File: src/inc/tof_seq_pkg.sv
/*
  constants for the time-of-flight measurement sequencer.
  assumes a single 100 MHz system clock; the reference clock and all
  host pins arrive asynchronously and are synchronised inside the block.
*/
`default_nettype none
package tof_seq_pkg;
  localparam int unsigned DIV_W = 3;
  localparam int unsigned NUM_W = 5;
  localparam int unsigned MODE_W = 2;
  localparam int unsigned START_CAP = 3;
  localparam logic [MODE_W-1:0] MODE_MAX = 2'h2;
  localparam int unsigned T_EN_TRIG_NS = 50;
  localparam real T_RES_TRIG_US = 3.05;
  localparam int unsigned CLK_PERIOD_NS = 10;
  localparam int unsigned EN_TRIG_CYC = (T_EN_TRIG_NS + CLK_PERIOD_NS - 1) / CLK_PERIOD_NS;
  localparam int unsigned RES_TRIG_CYC = int'(T_RES_TRIG_US * 1000.0) / CLK_PERIOD_NS;
  typedef enum logic [1:0] {
    ST_IDLE = 2'b00,
    ST_TX = 2'b01,
    ST_RX = 2'b10
  } seq_state_t;
endpackage : tof_seq_pkg
`default_nettype wire

File: src/logic/tof_sync2.sv
/*
  two-flop synchroniser for a bus of asynchronous levels.
  assumes nothing reads the first stage.
*/
`default_nettype none
module tof_sync2 #(
  parameter int unsigned W = 1
) (
  // clock and reset
  input wire logic clk_sys,
  input wire logic rst,
  // levels
  input wire logic [W-1:0] d,
  output logic [W-1:0] q
);
  logic [W-1:0] meta_r;
  always_ff @(posedge clk_sys or posedge rst)
  begin
    if (rst)
    begin
      meta_r <= '0;
      q <= '0;
    end
    else
    begin
      meta_r <= d;
      q <= meta_r;
    end
  end
endmodule : tof_sync2
`default_nettype wire

File: src/logic/tof_sequencer.sv
/*
  measurement sequencer: trigger in, start reference, transmit burst on the
  divided reference clock, then stop pulses from the comparators.
  assumes the reference clock, trigger, enable and comparators are async pins;
  configuration arrives as static levels already decoded from the serial port.
*/
`default_nettype none
module tof_sequencer
  import tof_seq_pkg::*;
(
  // clock and reset
  input wire logic clk_sys,
  input wire logic rst,
  // host pins
  input wire logic enable,
  input wire logic trigger,
  input wire logic reference_clock_input,
  // configuration
  input wire logic [tof_seq_pkg::DIV_W-1:0] tx_clock_divide_exponent,
  input wire logic [tof_seq_pkg::NUM_W-1:0] tx_pulse_count,
  input wire logic [tof_seq_pkg::MODE_W-1:0] op_mode,
  // comparators
  input wire logic echo_qual_cmp,
  input wire logic zero_cross_cmp,
  // outputs
  output logic start,
  output logic stop,
  output logic tx_out,
  output logic busy
);
  import tof_seq_pkg::*;

  logic en_s, trig_s, ref_s, qual_s, zc_s;
  tof_sync2 #(.W(5)) u_sync (
    .clk_sys(clk_sys),
    .rst(rst),
    .d({enable, trigger, reference_clock_input, echo_qual_cmp, zero_cross_cmp}),
    .q({en_s, trig_s, ref_s, qual_s, zc_s})
  );

  seq_state_t state_r, state_nxt;
  logic trig_d_r, ref_d_r, zc_d_r;
  logic [7:0] div_r, div_nxt;
  logic [NUM_W-1:0] pcnt_r, pcnt_nxt;
  logic [1:0] speriod_r, speriod_nxt;
  logic half_r, half_nxt;
  logic start_nxt, stop_nxt, tx_nxt, busy_nxt;
  logic qualified_r, qualified_nxt;
  logic trig_rise, ref_rise, zc_rise, tick, cfg_ok;
  logic [7:0] div_last;

  assign trig_rise = trig_s & ~trig_d_r;
  assign ref_rise = ref_s & ~ref_d_r;
  assign zc_rise = zc_s & ~zc_d_r;
  // half-period of the transmit clock is 2^exp reference cycles
  assign div_last = 8'((9'h001 << tx_clock_divide_exponent) - 9'h001);
  assign tick = ref_rise && (div_r == div_last);
  assign cfg_ok = (op_mode <= MODE_MAX) && (tx_pulse_count != '0);

  always_comb
  begin
    state_nxt = state_r;
    div_nxt = div_r;
    pcnt_nxt = pcnt_r;
    speriod_nxt = speriod_r;
    half_nxt = half_r;
    start_nxt = start;
    stop_nxt = 1'b0;
    tx_nxt = tx_out;
    qualified_nxt = qualified_r;
    unique case (state_r)
      ST_IDLE:
      begin
        if (trig_rise && en_s && cfg_ok)
        begin
          state_nxt = ST_TX;
          div_nxt = 8'h00;
          pcnt_nxt = tx_pulse_count;
          speriod_nxt = 2'h0;
          half_nxt = 1'b0;
          start_nxt = 1'b1;
          tx_nxt = 1'b1;
          qualified_nxt = 1'b0;
        end
      end
      ST_TX:
      begin
        if (ref_rise)
        begin
          div_nxt = tick ? 8'h00 : 8'(div_r + 8'h01);
        end
        if (tick)
        begin
          half_nxt = ~half_r;
          if (!half_r)
          begin
            tx_nxt = 1'b0;
          end
          else
          begin
            // one full transmit period ends here
            speriod_nxt = 2'(speriod_r + 2'h1);
            pcnt_nxt = NUM_W'(pcnt_r - 1'b1);
            if (speriod_r == 2'(START_CAP - 1) || pcnt_r == NUM_W'(1))
            begin
              start_nxt = 1'b0;
            end
            if (pcnt_r == NUM_W'(1))
            begin
              state_nxt = ST_RX;
              start_nxt = 1'b0;
            end
            else
            begin
              tx_nxt = 1'b1;
            end
          end
        end
      end
      ST_RX:
      begin
        // every mode ends when the host drops enable or raises trigger again
        if (qual_s)
        begin
          qualified_nxt = 1'b1;
        end
        if (qualified_r && zc_rise)
        begin
          stop_nxt = 1'b1;
        end
        if (!en_s || trig_rise)
        begin
          state_nxt = ST_IDLE;
        end
      end
      default:
      begin
        state_nxt = ST_IDLE;
      end
    endcase
    busy_nxt = (state_nxt != ST_IDLE);
  end

  always_ff @(posedge clk_sys or posedge rst)
  begin
    if (rst)
    begin
      state_r <= ST_IDLE;
      trig_d_r <= 1'b0;
      ref_d_r <= 1'b0;
      zc_d_r <= 1'b0;
      div_r <= 8'h00;
      pcnt_r <= '0;
      speriod_r <= 2'h0;
      half_r <= 1'b0;
      qualified_r <= 1'b0;
      start <= 1'b0;
      stop <= 1'b0;
      tx_out <= 1'b0;
      busy <= 1'b0;
    end
    else
    begin
      state_r <= state_nxt;
      trig_d_r <= trig_s;
      ref_d_r <= ref_s;
      zc_d_r <= zc_s;
      div_r <= div_nxt;
      pcnt_r <= pcnt_nxt;
      speriod_r <= speriod_nxt;
      half_r <= half_nxt;
      qualified_r <= qualified_nxt;
      start <= start_nxt;
      stop <= stop_nxt;
      tx_out <= tx_nxt;
      busy <= busy_nxt;
    end
  end

  a_start_needs_trigger: assert property (@(posedge clk_sys) disable iff (rst)
    $rose(start) |-> $past(trig_rise) && $past(state_r) == ST_IDLE)
    else $error("start rose without a trigger");
  a_start_with_tx: assert property (@(posedge clk_sys) disable iff (rst)
    $rose(start) |-> $rose(tx_out))
    else $error("transmit did not begin with start");
  a_start_gives_busy: assert property (@(posedge clk_sys) disable iff (rst)
    $rose(start) |-> busy)
    else $error("start without busy");
  a_trig_ignored_busy: assert property (@(posedge clk_sys) disable iff (rst)
    state_r == ST_TX |=> !$rose(start))
    else $error("restart during burst");
  a_stop_qualified: assert property (@(posedge clk_sys) disable iff (rst)
    stop |-> $past(qualified_r) && $past(state_r) == ST_RX)
    else $error("stop without qualification");
  a_stop_pulse: assert property (@(posedge clk_sys) disable iff (rst)
    stop |=> !stop)
    else $error("stop longer than one cycle");
  a_start_ends_burst: assert property (@(posedge clk_sys) disable iff (rst)
    $fell(start) |-> !tx_out || state_r == ST_TX)
    else $error("start fell out of step with transmit");
  a_burst_count: assert property (@(posedge clk_sys) disable iff (rst)
    (state_r == ST_TX && state_nxt == ST_RX) |-> pcnt_r == NUM_W'(1))
    else $error("burst ended early");
  a_mode_legal: assert property (@(posedge clk_sys) disable iff (rst)
    $rose(start) |-> $past(op_mode) <= MODE_MAX)
    else $error("cycle with illegal mode");
endmodule : tof_sequencer
`default_nettype wire

File: config.mk
export PLATFORM = sky130hd
export DESIGN_NAME = tof_sequencer
export DESIGN_NICKNAME = d
export VERILOG_FILES = /design/src/inc/tof_seq_pkg.sv /design/src/logic/tof_sync2.sv /design/src/logic/tof_sequencer.sv
export SDC_FILE = /design/constraint.sdc
export NUM_CORES = 1
export LEC_CHECK = 0
export BUFFER_PORTS_ARGS = -buffer_cell sky130_fd_sc_hd__buf_4
export CELL_PAD_IN_SITES_DETAIL_PLACEMENT = 1
export CELL_PAD_IN_SITES_GLOBAL_PLACEMENT = 1
export CORE_MARGIN = 1.5
export CORE_UTILIZATION = 40
export CTS_BUF_LIST = sky130_fd_sc_hd__clkbuf_4
export CTS_CLUSTER_DIAMETER = 200
export DETAILED_ROUTE_END_ITERATION = 6
export PLACE_DENSITY_LB_ADDON = 0.1
export SLEW_MARGIN = 20
export SYNTH_ARGS = -nofsm -noshare
export SYNTH_HDL_FRONTEND = slang
export SYNTH_SLANG_ARGS = --single-unit
File: constraint.sdc
create_clock -name clk_sys -period 5.79 [get_ports clk_sys]
set_input_delay 0 -clock clk_sys [delete_from_list [all_inputs] [get_ports clk_sys]]
set_output_delay 0 -clock clk_sys [all_outputs]
set_load 0.005 [all_outputs]
; ---- After elaboration in Yosys (flattened, before gate mapping)
; Cells that the tools add are included.
[word_totals]
register_bits = 36
inputBits = 17
wordCells = 94
[op_classes]
mux = 35
n_addsub = 4
n_shift = 1
reduce_logical = 19
n_bitwise = 7
n_eq_ne = 12
order_cmp = 1
[ops]
columns = cell, n
row1 = $mux W8, 3
row2 = $mux W2, 8
row3 = $pmux W8 S2, 1
row4 = $mux W5, 3
row5 = $mux W1, 13
row6 = $pmux W5 S2, 1
row7 = $reduce_and A3 Y1, 3
row8 = $add A8 B1 Y8 const B, 1
row9 = $eq A8 B8 Y1, 1
row10 = $ne A2 B2 Y1 const B, 4
row11 = $pmux W1 S2, 4
row12 = $reduce_and A4 Y1, 2
row13 = $shl A1 B3 Y8 const A, 1
row14 = $sub A8 B1 Y8 const B, 1
row15 = $ne A3 B3 Y1 const B, 2
row16 = $pmux W2 S3, 1
row17 = $reduce_bool A2 Y1, 3
row18 = $eq A5 B1 Y1 const B, 1
row19 = $logic_and A1 B1 Y1, 5
row20 = $reduce_and A5 Y1, 1
row21 = $reduce_bool A5 Y1, 1
row22 = $sub A5 B1 Y5 const B, 1
row23 = $eq A2 B2 Y1 const B, 2
row24 = $not A1 Y1, 4
row25 = other kinds (9), 12

; ---- Longest topological paths before layout
[depth]
word_depth = 7
mapped_depth = 7
mapped_depth_nobuf = 6

; ---- By module
; Synthesis repeated with hierarchy kept, for this count alone.
[hier_totals]
cells_unflattened = 173
area_unflattened_um2 = 1828.0
[modules_own_cells]
columns = mod, area_each_um2, cells_per_inst, n_inst
row1 = tof_sequencer, 1574.0, 162, 1
row2 = tof_sync2, 254.0, 11, 1

; ---- Worst setup path before layout
; Ideal clock, no wire load.
[synth_timing]
path_kind = register -> register
from = reg state_r[0]
to = reg div_r[5]
arrival_ns = 1.801
path_slack_ns = 3.912
period_less_slack_ns = 1.878
stages_incl_launch_ff = 8
cell_sequence = dfrtp_1 -> buf_6 -> inv_6 -> or3_4 -> a21o_1 -> buf_6 -> or4_1 -> a21oi_1
[synth_via]
elab_chain_cells = 3
word_cells_on_any_way = 7
[synth_rtl]
columns = item, line_no
row1 = "start, declared", tof_sequencer.sv:41  ; seq_state_t state_r, state_nxt;
row2 = "start signal, assigned", tof_sequencer.sv:164  ; state_r <= state_nxt;
row3 = $eq A2 B1 Y1 / $logic_not A2 Y1 (equally long branches), tof_sequencer.sv:71  ; unique case (state_r)
row4 = $ne A2 B2 Y1 (no line) / $reduce_bool A2 Y1 (equally long branches), n/a
row5 = $reduce_and A3 Y1 (no line), n/a
row6 = "end signal, assigned", tof_sequencer.sv:168  ; div_r <= div_nxt;
row7 = "end, declared", tof_sequencer.sv:43  ; logic [7:0] div_r, div_nxt;
; Several ways; a longest one is shown, not always the timed one.
; A chain may end at the register's enable or synchronous reset.

; ---- Worst setup path in the final report
[layout_timing]
from = reg div_r[1]
to = reg div_r[2]
[layout_via]
elab_chain_cells = 5
word_cells_on_any_way = 6
[layout_rtl]
columns = item, line_no
row1 = "parallel branches: the longest is 2 deep, another holds $add A8 B1 Y8", n/a
row2 = $mux W8 (*), tof_sequencer.sv:90  ; div_nxt = tick ? 8'h00 : 8'(div_r + 8'h01);
row3 = $mux W8 (*), tof_sequencer.sv:88  ; if (ref_rise)
row4 = $pmux W8 S2 (*), tof_sequencer.sv:71
; Every way passes the cells marked *. The select of a mux whose other input is x is not followed.

==> results by group <==
STA
  – Final Cycle Share: 0.387
  – Setup TNS: 0 ns
  – Minimum clock period: 2.24 ns
  – Final Setup Violations: 0
  – Final Hold Fails: 0
  – Skew final: 0.0148 ns
  – Least-Margin Pin Slew: 0.955 ns
  – Fmax: 0.447 GHz
  – Slew margin rel.: 0.364
  – Slew Limit Fails: 0
  – RSZ-0062 raised after global routing: false

Detailed routing
  – DR vias/cell: 5.82
  – TritonRoute pass-1 iters: 4
  – DRC: 0
  – DRT iter0 DRCs: 103
  – Post-route ant nets: 0
  – Routed wire length: 4750 um
  – DR WL/cell: 18.1 um
  – Routed vias: 1531

Layout
  – Share of layout cells above drive strength 1: 0.190
  – Final core utilization: 0.515
  – Layout fillers: 486
  – Diodes inserted: 0
  – Seq. cell area: 901 um2
  – P&R area growth vs syn: 22.1%
  – Multi-input logic area: 852 um2
  – Final Net Count: 231

Clock network
  – Clk_lat worst skew: 0.35 ns
  – Clock sink total: 36
  – CTS tree: yes
  – Root Buffer: clkbuf_4
  – Clk pin slew, worst setup/hold paths: 0.12 ns
  – CTS Buf Count: 5
  – Htree depth: 2
  – Resized cells post-CTS: 0
  – Clock buffer depth: 2

Setup path
  – R2R cell count: 5
  – Worst path slowest cell: o31ai_2
  – Slowest stage delay, CP: 0.66 ns
  – Count of buffer and inverter cells on the critical path: 1
  – Endpoint type of the worst setup path: register
  – CP top delay family: compound AO/OA/AOI/OAI gates
  – Startpoint class of the critical path: register
  – CP Cell Sequence: inv_1 > a2111oi_0 > o2bb2ai_1 > o31ai_2 > nor2_1
  – Required time worst endpoint: 6.01 ns
  – Max Fanout on Critical Path: 12
  – CP arrival: 2.46 ns
  – Crit path depth: 5
  – Critical path type: reg -> reg

Synth
  – Most frequent cell after synthesis: dfrtp_1
  – Async SR Flop Fraction: 1.00
  – Synth area leader: dfrtp_1
  – Commonest register cell after synthesis: dfrtp_1
  – Post-synth top area share: 0.484
  – Synth Net Count: 200
  – Synthesized area per cell: 10.4 um2
  – Syn Std Cell Area: 0.00186 mm2
  – Yosys reg bits: 36
  – Synth unique cells: 53
  – Cells after Synth: 179
  – Post-synth EDFFs: 0
  – Warning count from the yosys run: 0
  – Sequential area share after synthesis: 0.484
  – Top cells by area, synth: dfrtp_1 48%, a21oi_1 3.0%, a2111oi_4 3.0%
  – Commonest cells post-synth: 36 x dfrtp_1, 14 x inv_1, 11 x a21oi_1, 11 x nand2_1, 11 x nor2_1

Place
  – HPWL after DPL: 3200 um
  – Port bufs: 20
  – Gpl congestion: 0.784

Power and ir drop
  – Pleak: 0.950 nW
  – Pwr/cell area: 357 mW/mm2
  – Max VDD drop: 158 uV

Global route
  – Initial antenna violation count: 0
  – Largest net degree at the start of global routing: 37
  – Total grt overflow: 0
  – Number of global-route vias before repair: 1637
  – First-pass GRT wire length: 8050 um
  – GRT Resource Usage Total: 0.204

Floorplanning
  – # rows: 24
  – Initial Util: 0.422
  – Die span in y: 71.2 um
  – DIE WIDTH: 71.2 um
  – Core box area: 0.00441 mm2
  – IO Count: 21
  – Die Area: 0.00508 mm2

Run
  – Max_cap viols: 0

Min path
  – Min-Delay Path Depth: 5
  – Worst Hold Class: in -> reg

Run status
  – Status: complete, no violations
## worst register-to-register path, cell delays in order, from the launching register on
cell       delay [ns]
dfrtp_1          0.46
inv_1            0.06
a2111oi_0        0.45
o2bb2ai_1        0.38
o31ai_2          0.66
nor2_1           0.11
## final timing paths
kind,from,to,slack (ns)
setup reg to reg,div_r[1],div_r[2],3.55
min in group asynchronous,rst,u_sync.q[1],0.31
hold / removal,op_mode[0],pcnt_r[4],0.21
max in group asynchronous,rst,u_sync.meta_r[4],5.15
hold reg to reg,u_sync.meta_r[3],u_sync.q[3],0.36
setup / recovery,div_r[1],div_r[2],3.55
## cells by family (layout without fill, tap and decap cells)
| group | count (synthesis) | in the layout | share of synthesized area |
|---|---|---|---|
| adder cells (fa/ha/maj) | 4 | 4 | 0.0269 |
| AND/OR/NAND/NOR | 56 | 56 | 0.167 |
| flip-flops | 36 | 36 | 0.484 |
| AO/OA/AOI/OAI | 56 | 56 | 0.244 |
| XOR/XNOR | 2 | 2 | 0.00940 |
| buffers and inverters | 23 | 55 | 0.0591 |
| multiplexers | 2 | 2 | 0.0107 |
## layout by cell type (no fill, tap or decap), types with 4 or more instances in the layout
cell,instances
or4_1,4
o211ai_1,7
o21ai_0,4
clkbuf_4,5
buf_4,21
inv_1,14
o31ai_1,4
nand3_1,5
nor3_1,5
dlygate4sd3_1,11
a21oi_1,11
nor2_1,11
nand2_1,11
ha_1,4
dfrtp_1,36
## repair_timing
item,CTS,global route
hold buffers,11,0
buffers inserted,0,0
hold endpoints to repair,46,0
## metal layers
metal / track usage / part of all wire / vias up
met1: 0.280 / 0.47 / 771
met3: 0.0380 / 0.034 / 6
met5: 0 / 0 / -
met4: 0.0503 / 0.011 / 0
li1: - / - / 727
met2: 0.335 / 0.49 / 27
## state kept, by name (all words and copies together) (netlist names)
register	cells
state_r	2
tx_out	1
div_r	8
start	1
qualified_r	1
u_sync.q	5
pcnt_r	5
busy	1
trig_d_r	1
speriod_r	2
u_sync.meta_r	5
half_r	1
ref_d_r	1
stop	1
zc_d_r	1
## stage by stage
step	hold WS [ns]	std cells	setup WS (ns)	total power, mW	area, um2
final	0.207	263	3.55	0.811	2270
after global routing	0.248	263	3.30	0.859	2270
after CTS	0.189	263	3.53	0.816	2270
after detailed placement	0.111	244	3.58	0.537	2040
after global placement	0.110	244	3.66	0.521	2040
after floorplan	0.0314	179	3.91	0.477	1860
## cell type report
class	instances	share of cell area
clock buffer	5	0.0165
inverter	15	0.0270
multi-input combinational	120	0.375
clock inverter	3	0.0396
timing repair buffer	32	0.118
sequential	36	0.396
tap	52	0.0286
## report_power, final
group	switching (mW)	total, mW	internal, mW
sequential	0.0604	0.355	0.295
combinational	0.102	0.186	0.0842
clock	0.0923	0.270	0.178
total	0.254	0.811	0.557
Note: power is estimated with default switching activity, not from simulation.
